==> config.mk <==
export PLATFORM = sky130hd
export DESIGN_NAME = uptc_trim_cap_regs
export DESIGN_NICKNAME = d
export VERILOG_FILES = /design/src/shared/uptc_pkg.sv /design/src/core/uptc_trim_cap_regs.sv
export SDC_FILE = /design/constraint.sdc
export NUM_CORES = 1
export LEC_CHECK = 0
export BUFFER_PORTS_ARGS = -buffer_cell sky130_fd_sc_hd__buf_2
export CORE_MARGIN = 5
export CORE_UTILIZATION = 55
export CTS_BUF_LIST = sky130_fd_sc_hd__clkbuf_4 sky130_fd_sc_hd__clkbuf_8
export DETAILED_ROUTE_END_ITERATION = 8
export GPL_ROUTABILITY_DRIVEN = 0
export PLACE_DENSITY = 0.88
export SYNTH_ARGS = -nofsm -noshare
export SYNTH_HDL_FRONTEND = slang
export SYNTH_SLANG_ARGS = --single-unit
==> constraint.sdc <==
create_clock -name clk -period 4.61 [get_ports clk]
set_input_delay 0.2305 -clock clk [delete_from_list [all_inputs] [get_ports clk]]
set_output_delay 0.2305 -clock clk [all_outputs]
set_load 0.01 [all_outputs]
==> src/shared/uptc_pkg.sv <==
package uptc_pkg;
  // Configuration offsets (byte addresses, dword aligned)
  localparam logic [7:0] PORT3_TRIM_OFS = 8'hA8;
  localparam logic [7:0] PORT4_TRIM_OFS = 8'hAC;
  localparam logic [7:0] CAP_HDR_OFS = 8'hE0;
  // Offset of the preceding capability whose next pointer leads here
  localparam logic [7:0] PREV_CAP_OFS = 8'h8C;

  // Trim register layout
  localparam int TRIM_PULLUP_LSB = 0;
  localparam int TRIM_PULLDN_LSB = 1;
  localparam int TRIM_AMPL_LSB = 3;
  localparam int TRIM_SLOPE_LSB = 5;
  localparam int TRIM_DISC_LSB = 9;
  localparam int TRIM_SQL_LSB = 11;
  localparam int TRIM_CAL_LSB = 13;
  localparam int TRIM_CP_LSB = 16;
  localparam int TRIM_FSEDGE_LSB = 18;
  localparam int TRIM_LSEDGE_LSB = 20;
  localparam int TRIM_PREEMP_LSB = 22;
  localparam logic [31:0] TRIM_MASK = 32'h00FF_FFFF;
  localparam logic [31:0] TRIM_RESET = 32'h0014_9400;

  // Capability header layout
  localparam int CAP_ID_LSB = 0;
  localparam int CAP_NEXT_LSB = 8;
  localparam int CAP_VER_LSB = 16;
  localparam int CAP_TYPE_LSB = 20;
  localparam int CAP_SLOT_BIT = 24;
  localparam int CAP_MSGNUM_LSB = 25;
  localparam logic [31:0] CAP_MASK = 32'h00FF_FFFF;
  localparam logic [31:0] CAP_RESET = 32'h0011_0010;

  // Next pointer of the preceding capability, bits 15:8 of its dword
  localparam int PREV_NEXT_LSB = 8;
  localparam logic [7:0] PREV_NEXT_RESET = 8'hE0;
endpackage

==> src/core/uptc_trim_cap_regs.sv <==
`timescale 1ns/1ps
module uptc_trim_cap_regs
  import uptc_pkg::*;
(
  // Clock and reset
  input wire logic clk,
  input wire logic rst,
  // Host configuration access
  input wire logic cfgReq,
  input wire logic cfgWrite,
  input wire logic [7:0] cfgAddr,
  input wire logic [31:0] cfgWrData,
  output logic cfgAck,
  output logic [31:0] cfgRdData,
  // Side-band default load (management bus or EEPROM autoload)
  input wire logic loadValid,
  input wire logic [7:0] loadAddr,
  input wire logic [31:0] loadData,
  // Trim words to the analog ports
  output logic [23:0] port3Trim,
  output logic [23:0] port4Trim,
  // Next pointer of the preceding capability
  output logic [7:0] prevCapNextPtr
);

  logic [31:0] trim3_q;
  logic [31:0] trim4_q;
  logic [31:0] cap_q;
  logic [7:0] prevNext_q;
  logic cfgAck_q;
  logic [31:0] rdData_q;
  logic trim3Loaded_q;
  logic trim4Loaded_q;
  logic capLoaded_q;
  logic prevLoaded_q;

  // Read decode; an unmapped offset reads zero so a host probing the space sees no error
  function automatic logic [31:0] read_word(
    input logic [7:0] addr,
    input logic [31:0] t3,
    input logic [31:0] t4,
    input logic [31:0] cp
  );
    logic [31:0] v;
    v = 32'h0000_0000;
    unique case (addr)
      PORT3_TRIM_OFS: v = t3 & TRIM_MASK;
      PORT4_TRIM_OFS: v = t4 & TRIM_MASK;
      CAP_HDR_OFS: v = cp & CAP_MASK;
      default: v = 32'h0000_0000;
    endcase
    return v;
  endfunction

  // Defaults come from reset; only the side-band path may replace them.
  // Host writes are deliberately not routed here at all.
  always_ff @(posedge clk or posedge rst) begin
    if (rst) begin
      trim3_q <= TRIM_RESET;
      trim4_q <= TRIM_RESET;
      cap_q <= CAP_RESET;
      prevNext_q <= PREV_NEXT_RESET;
    end else if (loadValid) begin
      if (loadAddr == PORT3_TRIM_OFS) begin
        trim3_q <= loadData & TRIM_MASK;
      end
      if (loadAddr == PORT4_TRIM_OFS) begin
        trim4_q <= loadData & TRIM_MASK;
      end
      if (loadAddr == CAP_HDR_OFS) begin
        cap_q <= loadData & CAP_MASK;
      end
      if (loadAddr == PREV_CAP_OFS) begin
        prevNext_q <= loadData[PREV_NEXT_LSB +: 8];
      end
    end
  end

  // Tracks whether each word still holds its reset default
  always_ff @(posedge clk or posedge rst) begin
    if (rst) begin
      trim3Loaded_q <= 1'b0;
      trim4Loaded_q <= 1'b0;
      capLoaded_q <= 1'b0;
      prevLoaded_q <= 1'b0;
    end else if (loadValid) begin
      if (loadAddr == PORT3_TRIM_OFS) begin
        trim3Loaded_q <= 1'b1;
      end
      if (loadAddr == PORT4_TRIM_OFS) begin
        trim4Loaded_q <= 1'b1;
      end
      if (loadAddr == CAP_HDR_OFS) begin
        capLoaded_q <= 1'b1;
      end
      if (loadAddr == PREV_CAP_OFS) begin
        prevLoaded_q <= 1'b1;
      end
    end
  end

  // Every access is answered one cycle later; writes are acked and dropped
  always_ff @(posedge clk or posedge rst) begin
    if (rst) begin
      cfgAck_q <= 1'b0;
      rdData_q <= 32'h0000_0000;
    end else begin
      cfgAck_q <= cfgReq;
      if (cfgReq && !cfgWrite) begin
        rdData_q <= read_word(cfgAddr, trim3_q, trim4_q, cap_q);
      end else if (cfgReq) begin
        rdData_q <= 32'h0000_0000;
      end
    end
  end

  assign cfgAck = cfgAck_q;
  assign cfgRdData = rdData_q;
  assign port3Trim = trim3_q[23:0];
  assign port4Trim = trim4_q[23:0];
  assign prevCapNextPtr = prevNext_q;

  AST_TRIM_ZERO_FIELDS: assert property (@(posedge clk) disable iff (rst)
    !trim3Loaded_q |-> (trim3_q[TRIM_PULLUP_LSB] == 1'b0 && trim3_q[TRIM_PULLDN_LSB +: 2] == 2'h0
      && trim3_q[TRIM_AMPL_LSB +: 2] == 2'h0 && trim3_q[TRIM_SLOPE_LSB +: 4] == 4'h0
      && trim3_q[TRIM_CP_LSB +: 2] == 2'h0 && trim3_q[TRIM_PREEMP_LSB +: 2] == 2'h0))
    else $error("Port 3 trim zero fields wrong before load");

  AST_TRIM_THRESHOLDS: assert property (@(posedge clk) disable iff (rst)
    !trim4Loaded_q |-> (port4Trim[TRIM_DISC_LSB +: 2] == 2'h2
      && port4Trim[TRIM_SQL_LSB +: 2] == 2'h2))
    else $error("Port 4 threshold defaults wrong");

  AST_TRIM_CAL_REF: assert property (@(posedge clk) disable iff (rst)
    (cfgReq && !cfgWrite && cfgAddr == PORT3_TRIM_OFS && !trim3Loaded_q)
      |=> cfgRdData[TRIM_CAL_LSB +: 3] == 3'h4)
    else $error("Calibration reference default not read back");

  AST_TRIM_EDGE_RATE: assert property (@(posedge clk) disable iff (rst)
    !trim3Loaded_q |-> (port3Trim[TRIM_FSEDGE_LSB +: 2] == 2'h1
      && port3Trim[TRIM_LSEDGE_LSB +: 2] == 2'h1))
    else $error("Edge-rate defaults wrong");

  AST_HOST_WRITE_NO_EFFECT: assert property (@(posedge clk) disable iff (rst)
    (cfgReq && cfgWrite && !loadValid)
      |=> ($stable(trim3_q) && $stable(trim4_q) && $stable(cap_q) && $stable(prevNext_q)))
    else $error("Host write altered a field");

  AST_PORT4_READ: assert property (@(posedge clk) disable iff (rst)
    (cfgReq && !cfgWrite && cfgAddr == PORT4_TRIM_OFS)
      |=> (cfgAck && cfgRdData == {8'h00, $past(trim4_q[23:0])}))
    else $error("Port 4 trim read mismatch");

  AST_CAP_ID: assert property (@(posedge clk) disable iff (rst)
    (cfgReq && !cfgWrite && cfgAddr == CAP_HDR_OFS && !capLoaded_q)
      |=> cfgRdData[CAP_ID_LSB +: 8] == 8'h10)
    else $error("Capability ID not 10h");

  AST_CAP_NEXT_END: assert property (@(posedge clk) disable iff (rst)
    !capLoaded_q |-> cap_q[CAP_NEXT_LSB +: 8] == 8'h00)
    else $error("Next pointer not 00h");

  AST_CAP_VERSION: assert property (@(posedge clk) disable iff (rst)
    !capLoaded_q |-> cap_q[CAP_VER_LSB +: 4] == 4'h1)
    else $error("Capability version not 1");

  AST_CAP_PORT_TYPE: assert property (@(posedge clk) disable iff (rst)
    (cfgReq && !cfgWrite && cfgAddr == CAP_HDR_OFS && !capLoaded_q)
      |=> cfgRdData[CAP_TYPE_LSB +: 4] == 4'h1)
    else $error("Port type not 1h");

  AST_CAP_SLOT_ZERO: assert property (@(posedge clk) disable iff (rst)
    cfgAck |-> cfgRdData[CAP_SLOT_BIT] == 1'b0)
    else $error("Slot implemented bit set");

  AST_CAP_MSGNUM_ZERO: assert property (@(posedge clk) disable iff (rst)
    cfgAck |-> cfgRdData[CAP_MSGNUM_LSB +: 5] == 5'h00)
    else $error("Interrupt message number nonzero");

  AST_PREV_NEXT_PTR: assert property (@(posedge clk) disable iff (rst)
    !prevLoaded_q |-> prevCapNextPtr == 8'hE0)
    else $error("Preceding next pointer not E0h");

  AST_TRIM4_ZERO_FIELDS: assert property (@(posedge clk) disable iff (rst)
    !trim4Loaded_q |-> (trim4_q[TRIM_PULLUP_LSB] == 1'b0 && trim4_q[TRIM_PULLDN_LSB +: 2] == 2'h0
      && trim4_q[TRIM_AMPL_LSB +: 2] == 2'h0 && trim4_q[TRIM_SLOPE_LSB +: 4] == 4'h0
      && trim4_q[TRIM_CP_LSB +: 2] == 2'h0 && trim4_q[TRIM_PREEMP_LSB +: 2] == 2'h0))
    else $error("Port 4 trim zero fields wrong before load");

  AST_TRIM3_THRESHOLDS: assert property (@(posedge clk) disable iff (rst)
    !trim3Loaded_q |-> (port3Trim[TRIM_DISC_LSB +: 2] == 2'h2
      && port3Trim[TRIM_SQL_LSB +: 2] == 2'h2))
    else $error("Port 3 threshold defaults wrong");

  AST_TRIM4_CAL_REF: assert property (@(posedge clk) disable iff (rst)
    !trim4Loaded_q |-> port4Trim[TRIM_CAL_LSB +: 3] == 3'h4)
    else $error("Port 4 calibration reference default wrong");

  AST_TRIM4_EDGE_RATE: assert property (@(posedge clk) disable iff (rst)
    !trim4Loaded_q |-> (port4Trim[TRIM_FSEDGE_LSB +: 2] == 2'h1
      && port4Trim[TRIM_LSEDGE_LSB +: 2] == 2'h1))
    else $error("Port 4 edge-rate defaults wrong");

  AST_PORT3_READ: assert property (@(posedge clk) disable iff (rst)
    (cfgReq && !cfgWrite && cfgAddr == PORT3_TRIM_OFS)
      |=> (cfgAck && cfgRdData == {8'h00, $past(trim3_q[23:0])}))
    else $error("Port 3 trim read mismatch");

  AST_ACK_AND_RESERVED: assert property (@(posedge clk) disable iff (rst)
    cfgReq |=> (cfgAck && cfgRdData[31:30] == 2'h0
      && (!$past(cfgWrite) || cfgRdData == 32'h0000_0000)))
    else $error("Access not acked or reserved bits set");

endmodule

==> results of run 1 <==
[kinds of logic (layout without fill, tap and decap cells)]
logic type             count (synthesis)  after routing  synth area share [%]
flip-flops                           105            105                 57.77
multiplexers                         104            104                 25.55
buffers and inverters                 53            174                 5.979
AO/OA/AOI/OAI                         49             49                 7.398
AND/OR/NAND/NOR                       14             14                 3.221
other                                  1              8               0.08182
[stage by stage]
| stage | hold slack [ns] | power (mW) |
|---|---|---|
| finish | 0.1324 | 1.768 |
| global route | 0.1092 | 1.840 |
| CTS | 0.1089 | 1.788 |
| detailed placement | 0.3409 | 1.163 |
| global placement | 0.3236 | 1.153 |
| floorplan | 0.2619 | 1.093 |
[layout make-up]
type | count | area, µm² | area share [%]
flip-flops and latches | 105 | 2648 | 48.20
multi-input cells | 175 | 1703 | 31.00
repair buffers | 133 | 688.2 | 12.53
well taps | 105 | 131.4 | 2.392
clock buffers | 9 | 123.9 | 2.255
clock inverters | 7 | 102.6 | 1.868
inverters | 25 | 96.34 | 1.754
[sequential cells by signal (all words and copies together) (netlist names)]
signal,cells
trim3_q,24
trim4_q,24
cfgRdData,24
cfgAck,1
cap_q,24
prevCapNextPtr,8
[critical path, delay by kind of cell]
kind / cells / cell delay (ns)
buf+inv: 2 / 0.47
mux: 1 / 0.38
simple gates: 2 / 1.18
[placed cells by master (no fill, tap or decap), drive strengths merged]
| cell type | count |
|---|---|
| a22oi | 24 |
| nor2b | 1 |
| dfstp | 16 |
| clkbuf | 9 |
| nor4bb | 1 |
| buf | 132 |
| clkinv | 3 |
| dlygate4sd3 | 1 |
| mux2 | 104 |
| o22ai | 24 |
| nor3 | 1 |
| bufinv | 2 |
| inv | 26 |
| nand2b | 2 |
| nor4 | 3 |
| or3 | 1 |
| nand2 | 1 |
| nor3b | 1 |
| nand3 | 1 |
| nor2 | 1 |
| dfrtp | 89 |
| clkinvlp | 1 |
| o2111ai | 1 |
| nand3b | 1 |
| conb | 8 |
[per-layer routing]
| layer | global-route usage, % | vias to the layer above | wire length, µm |
|---|---|---|---|
| li1 | - | 1406 | - |
| met1 | 25.82 | 1599 | 4187 |
| met2 | 38.98 | 101 | 5802 |
| met3 | 3.306 | 16 | 544 |
| met4 | 8.998 | 0 | 232 |
| met5 | 0 | - | 0 |
[power groups by stage]
stage	combinational (mW)	sequential, mW	clock, mW
after floorplan	0.0860	1.01	0
after global placement	0.159	0.995	0
after detailed placement	0.165	0.998	0
after CTS	0.166	0.981	0.641
after global routing	0.180	0.985	0.675
final	0.164	0.981	0.624
[timing repair]
action	in CTS	in global routing
endpoints found under the hold margin	44	0
hold buffers	1	0
buffers inserted	0	0
[final timing paths]
check	start	end	slack, ns
max in group asynchronous	rst	cfgRdData[11]	2.96
min	loadData[3]	trim4_q[3]	0.13
min in group asynchronous	rst	trim4_q[4]	0.48
max	loadAddr[1]	trim4_q[16]	2.58
min reg2reg	cap_q[9]	cap_q[9]	0.50
max reg2reg	trim3_q[21]	cfgRdData[21]	3.48
==> impl_metrics.toml, run 1 <==
[sta]
final-setup-viol-count = 0
fmax_ghz = 0.4929
slew_headroom_pct = 52.59
fin_crit_sh_pct = 44.01
rsz0062_at_grt = "no"
finalMaxSlewViolations = 0
worst_slack_ns = 2.581
worstMarginPinSlew_ns = 0.7111
hold_viol_final = 0
period_needed_ns = 2.029
finClkSkew_ns = 0.01299
tns_ns = 0

[pwr]
swShare_pct = 24.06
power.density_nw_per_um2 = 321.9
peakVddDrop_mv = 0.2275
p_switching_mw = 0.4255
power_frac_clock_pct = 35.3
comb_power_share_pct = 9.3
power_frac_seq_pct = 55.5
p_int_mw = 1.343
cellLeakagePower_nw = 2.828

[detailed_routing]
ant_nets = 0
viasPerCell = 5.585
drc = 0
drt_wl_total_um = 10770
vias = 3122
dr.first_iter.drc_count = 73
avgRoutedWirePerCell_um = 19.26
drtPass1Iterations = 4

[layout]
layout-drive-gt1-share_pct = 59.69
finalInstanceArea_um2 = 5493
fin_util_pct = 67.19
final_nets = 534
syn_to_final_growth_pct = 19.85
instances_no_fill = 559
n_fill_cell = 609
antenna_cells = 0

[worst_setup_path]
path_max_fanout = 15
path_class = "input port to flop"
cp_data_required_time_ns = 4.85
ff2ff_path_depth = 3
critPathLaunchType = "input port"
cp-end-kind = "flop"
worstPathCellList = "buf_2 > or3_1 > nor3_4 > buf_4 > mux2_2"
cpPeakStageDelay_ns = 0.60
cp_slowest_cell = "nor3_4"
worstPathArrival_ns = 2.27

[clocking]
cts_tree = "done"
numClockSinks = 105
post_cts_resized = 0
clk_latency_ns = 0.35
htreeDepth = 3
numCtsBuffers = 9
cts-root-buf = "clkbuf_8"
clk_pin_slew_worst_paths_ns = 0.11
clock_path_buffers = 2

[floorplan]
initial_core_util_pct = 56.06
die_w_um = 101.3
core_um2 = 8175
die_area_um2 = 10260
pin_count = 174
die_h_um = 101.3
num_rows = 33

[grt]
grt_util_all_layers_pct = 21.67
grt_max_degree = 59
grt_first_pass_wirelength_um = 17110
first_global_vias = 3312
grt_overflow_total = 0
grt_antenna_before_repair = 0

[yosys]
postSynthAreaPerCell_um2 = 14.06
synth-main-ff-cell = "dfrtp_1"
post-synth-top-area-cell = "dfrtp_1"
yosysWarnings = 0
post-synth-top-count-cell = "mux2_2"
yosys_register_bits = 105
synthArstFlopShare_pct = 100.0
synth_area_um2 = 4583
synth_edf_count = 0
yosysSeqAreaShare_pct = 57.77
synth_area_leaders = "dfrtp_1 49%, mux2_2 24%, dfstp_2 9.2%"
synthCells = 326
synth_common_cells = "99 x mux2_2, 89 x dfrtp_1, 25 x inv_1"
synth_top_area_share_pct = 48.59
ys_types = 24

[placement]
hpwl_um = 7332
dp_slack_ns = 2.205
dp_cells = 542
dpl-instance-area_um2 = 5256
io_buffers = 125

[worst_hold_path]
hold_class = "input port to flop"
hold_depth = 2

[flow_run]
drv_cap = 0

[status]
status = "complete, no violations"
No activity file was read; power rests on OpenSTA's default activity.
==> run 2: changes to the inputs <==
ABC_AREA = 1   (was unset)
CORE_UTILIZATION = 51   (was 55)
PLACE_DENSITY = 0.82   (was 0.88)
clock period = 2.05 ns   (was 4.61 ns; I/O delays follow)
==> run 2 against run 1 <==
Against the previous run: via count up 29%; cell count up 41%; combinational power up 130%; largest power group unchanged; highest routed layer unchanged.
==> impl_metrics.toml, run 2 <==
[pwr]
power_frac_clock_pct = 31.4
p_int_mw = 2.774
peakVddDrop_mv = 0.4195
power.density_nw_per_um2 = 664.9
power_mw = 3.774
p_switching_mw = 0.9992
power_frac_seq_pct = 58.6
comb_power_share_pct = 10.0
cellLeakagePower_nw = 3.062
swShare_pct = 26.48

[clocking]
cts-root-buf = "clkbuf_8"
post_cts_resized = 0
numClockSinks = 105
clk_latency_ns = 0.36
clk_pin_slew_worst_paths_ns = 0.10
numCtsBuffers = 9
cts_tree = "done"
clock_path_buffers = 2
htreeDepth = 3

[sta]
period_needed_ns = 1.332
rsz0062_at_grt = "no"
final-setup-viol-count = 0
finClkSkew_ns = 0.02051
slew_headroom_pct = 54.73
worst_slack_ns = 0.7177
worstMarginPinSlew_ns = 0.6775
fin_crit_sh_pct = 64.99
tns_ns = 0
fmax_ghz = 0.7506
holdWs_ns = 0.01136
hold_viol_final = 0
finalMaxSlewViolations = 0

[detailed_routing]
viasPerCell = 5.136
avgRoutedWirePerCell_um = 15.08
ant_nets = 0
drc = 0
drt_wl_total_um = 11860
dr.first_iter.drc_count = 294
drtPass1Iterations = 5
vias = 4037

[worst_setup_path]
worstPathArrival_ns = 1.63
cp_data_required_time_ns = 2.34
path_max_fanout = 14
r2r_end = "cfgRdData[12]"
path_class = "input port to flop"
ff2ff_setup_slack_ns = 1.05
rr_startpoint = "trim4_q[12]"
ff2ff_path_depth = 4
cp-end-kind = "flop"
critPathLaunchType = "input port"

[placement]
dpl-instance-area_um2 = 5458
hpwl_um = 8102
dp_slack_ns = 0.5364
dp_cells = 766
io_buffers = 125

[worst_hold_path]
hold_end = "trim4_q[20]"
worstHoldStart = "loadData[20]"
hold_class = "input port to flop"
hold_depth = 3

[grt]
grtUsageMet2_pct = 34.81
use_met3_pct = 2.579
use_met1_pct = 29.35
grt_antenna_before_repair = 0
grt_max_degree = 106
grt_overflow_total = 0
first_global_vias = 3903
grt_util_all_layers_pct = 21.16
grt_first_pass_wirelength_um = 19440
top_usage_layer = "met2"

[layout]
final_cell_mix = "160 x nand2_1, 125 x buf_2, 97 x nand3_1, 89 x dfrtp_1, 52 x o21ai_1"
syn_to_final_growth_pct = 17.57
fin_util_pct = 61.42
antenna_cells = 0
final_common_cell = "nand2_1"
final_nets = 737
finalInstanceArea_um2 = 5675
layout-drive-gt1-share_pct = 31.51
instances_no_fill = 786

[floorplan]
initial_core_util_pct = 52.24
die_w_um = 107.3
pin_count = 174
die_area_um2 = 11510
die_h_um = 107.3
num_rows = 35
core_um2 = 9240

[yosys]
muxShareOfSynthArea_pct = 0
yosys_register_bits = 105
synthArstFlopShare_pct = 100.0
synth-compound-area-share_pct = 9.850
synth-main-ff-cell = "dfrtp_1"
synth_area_leaders = "dfrtp_1 46%, nand2_1 12%, nand3_1 10%"
post-synth-top-count-cell = "nand2_1"
yosysWarnings = 0
synth_common_cells = "160 x nand2_1, 97 x nand3_1, 89 x dfrtp_1"
synth_area_um2 = 4827
synth_top_area_share_pct = 46.14
synthCells = 537
post-synth-top-area-cell = "dfrtp_1"
synthSimpleGateAreaFrac_pct = 25.97
synth_adder_area_share_pct = 0
synth_xor_xnor_area_share_pct = 0
synth_top_family_by_area = "simple AND/OR/NAND/NOR gates"
synth_edf_count = 0
yosysSeqAreaShare_pct = 54.85
ys_types = 23
postSynthAreaPerCell_um2 = 8.989

[status]
status = "complete, no violations"

[flow_run]
drv_cap = 0
==> run 2: power by group through the flow <==
stage                     Sequential (mW)  Combinational, mW  Clock [mW]
after detailed placement             2.25              0.377           0
after global placement               2.24              0.365           0
final                                2.21              0.377        1.19
after floorplan                      2.27              0.202           0
after global routing                 2.22              0.421        1.29
after CTS                            2.21              0.384        1.21
==> run 2: how the worst max path moves through the flow <==
| stage | cells after the start | from | endpoint | slack (ns) |
|---|---|---|---|---|
| 2_1_floorplan | 1 | rst | cap_q[0] | 0.70 |
| 3_3_place_gp | 6 | loadAddr[1] | cap_q[21] | 0.57 |
| 3_5_place_dp | 6 | loadAddr[1] | cap_q[22] | 0.54 |
| 4_1_cts | 7 | cfgReq | cfgRdData[1] | 0.69 |
| 5_1_grt | 7 | cfgReq | cfgRdData[19] | 0.63 |
| 6_report | 7 | cfgReq | cfgRdData[1] | 0.72 |
==> run 2: timing repair <==
item	CTS	global route
hold buffers	4	0
hold endpoints to repair	92	0
setup buffers	0	0
==> run 2: area by class of cell <==
| cell class | count | area (µm²) |
|---|---|---|
| fill | 821 | 3565 |
| sequential | 105 | 2648 |
| multi-input combinational | 364 | 1762 |
| timing repair buffer | 138 | 795.8 |
| tap | 129 | 161.4 |
| clock buffer | 11 | 138.9 |
| inverter | 34 | 131.4 |
| clock inverter | 5 | 38.79 |
==> run 2: layer usage <==
layer / vias to the layer above / share of wire (%)
li1: 1963 / -
met1: 1925 / 43
met2: 133 / 50
met3: 16 / 5.8
met4: 0 / 1.7
met5: - / 0
==> run 2: logic make-up (layout without fill, tap and decap cells) <==
kind of cell / Yosys count / in the layout
other: 1 / 8
DFF: 105 / 105
and+or+nand+nor: 276 / 276
buffers and inverters: 75 / 188
AOI/OAI and AO/OA: 80 / 80
==> run 2: critical path: stages <==
cell and delay (ns):
dlygate4sd3_1 0.52, buf_2 0.12, inv_2 0.04, nor2_2 0.37
buf_4 0.33, nand2_1 0.08, nand2_1 0.07
==> run 3: changes to the inputs <==
clock period = 1.4 ns   (was 2.05 ns; I/O delays follow)
==> run 3 against run 2 <==
Against the previous run: clock skew shrank 0.012 ns; combinational power grew 60%; core utilization grew 2.7 points.
==> impl_metrics.toml, run 3 (synthesis gave the netlist of run 2 again) <==
[clocking]
clk_pin_slew_worst_paths_ns = 0.10
clk_latency_ns = 0.35
cts_tree = "done"
htreeDepth = 3
post_cts_buffers = 0
numCtsBuffers = 9
cts-root-buf = "clkbuf_8"
numClockSinks = 105
clock_path_buffers = 2

[sta]
fin_crit_sh_pct = 80.20
final-setup-viol-count = 0
hold_viol_final = 0
fmax_ghz = 0.8907
finalMaxSlewViolations = 0
finClkSkew_ns = 0.008430
holdWs_ns = 0.01494
period_needed_ns = 1.123
tns_ns = 0
rsz0062_at_grt = "no"

[worst_setup_path]
cp-end-kind = "output pin"
critPathLaunchType = "flop"
cpLargestDelayFamily = "flip-flops"
cp_data_required_time_ns = 1.33
cp_slowest_cell = "dfstp_2"
worstPathCellList = "buf_2"
crit_buf_inv = 1
path_max_fanout = 3
cpPeakStageDelay_ns = 0.56
worstPathArrival_ns = 1.05
path_class = "flop to output pin"

[layout]
finalInstanceArea_um2 = 5923
antenna_cells = 0
fin_util_pct = 64.10
final_cell_mix = "160 x nand2_1, 125 x buf_2, 97 x nand3_1, 89 x dfrtp_1, 52 x o21ai_1"
layout-drive-gt1-share_pct = 31.20
final_common_cell = "nand2_1"
syn_to_final_growth_pct = 22.71
final_nets = 753

[detailed_routing]
viasPerCell = 5.131
drt_wl_total_um = 12110
ant_nets = 0
drc = 0
dr.first_iter.drc_count = 253
vias = 4115
drtPass1Iterations = 5
avgRoutedWirePerCell_um = 15.10

[grt]
grt_overflow_total = 0
first_global_vias = 3996
grt_antenna_before_repair = 0
grt_util_all_layers_pct = 22.04
grt_max_degree = 55
grt_first_pass_wirelength_um = 20360

[floorplan]
pin_count = 174
die_h_um = 107.3
core_um2 = 9240
die_w_um = 107.3
die_area_um2 = 11510
num_rows = 35
initial_core_util_pct = 52.24

[placement]
hpwl_um = 8043
dpl-instance-area_um2 = 5543
io_buffers = 125

[pwr]
cellLeakagePower_nw = 3.167
power.density_nw_per_um2 = 977.2
comb_power_share_pct = 10.4
power_frac_clock_pct = 33.6
swShare_pct = 25.72
power_frac_seq_pct = 56.0
p_int_mw = 4.299
power_mw = 5.788
p_switching_mw = 1.489
peakVddDrop_mv = 0.5992

[worst_hold_path]
hold_class = "input port to flop"

[status]
status = "complete, no violations"

[flow_run]
drv_cap = 0
## run 3: changes by cell type in the layout (fill, tap and decap cells not counted)
cell	change
dlygate4sd3_1	+13
inv_8	+1
clkbuf_8	+1
clkinvlp_4	-1
clkbuf_4	-2
bufinv_16	+1
inv_6	-1
buf_12	+5
clkinv_4	+1
buf_4	-2
## run 3: tightest hold or removal path, delay by kind of cell
kind	cells	cell delay, ns
buffers and inverters	2	0.20
AO/OA/AOI/OAI	1	0.08
## run 3: cell type report
type,count,area (µm²)
clock buffer,10,137.6
inverter,34,131.4
clock inverter,6,72.57
fill,784,3317
multi-input combinational,364,1762
sequential,105,2648
timing repair buffer,154,1011
tap,129,161.4
## run 3: layer usage
layer	up-vias	routed length [µm]	track usage (%)	share of wire [%]
met5	-	0	0	0
met4	0	212	7.763	1.8
met3	16	898	2.819	7.4
met2	170	6047	36.24	50
met1	1933	4955	30.13	41
li1	1996	-	-	-
## run 3: power by group through the flow
stage                     Clock, mW  Sequential [mW]  Combinational (mW)
after detailed placement          0             3.30               0.571
final                          1.95             3.24               0.602
after floorplan                   0             3.32               0.295
after global routing           2.12             3.26               0.673
after global placement            0             3.29               0.552
after CTS                      1.99             3.24               0.609
## run 3: path summary, 6_finish.rpt
kind / endpoint / cells after the start / start / slack (ns)
max: port4Trim[12] / 1 / trim4_q[12] / 0.28
min: cap_q[7] / 3 / loadData[7] / 0.01
max reg2reg: cfgRdData[12] / 4 / trim4_q[12] / 0.43
min reg2reg: cap_q[16] / 2 / cap_q[16] / 0.48
max in group asynchronous: trim3_q[20] / 4 / rst / 0.73
min in group asynchronous: cfgRdData[10] / 4 / rst / 0.35
## run 3: stage by stage
stage | setup WS, ns | cells
after floorplan | 0.08352 | 544
final | 0.2772 | 802
after global routing | 0.2368 | 802
after global placement | 0.3417 | 769
after detailed placement | 0.2901 | 769
after CTS | 0.2588 | 802
## run 3: what timing repair did
action / CTS / global route
resized for setup: 0 / 0
hold endpoints to repair: 123 / 0
hold buffers: 17 / 0
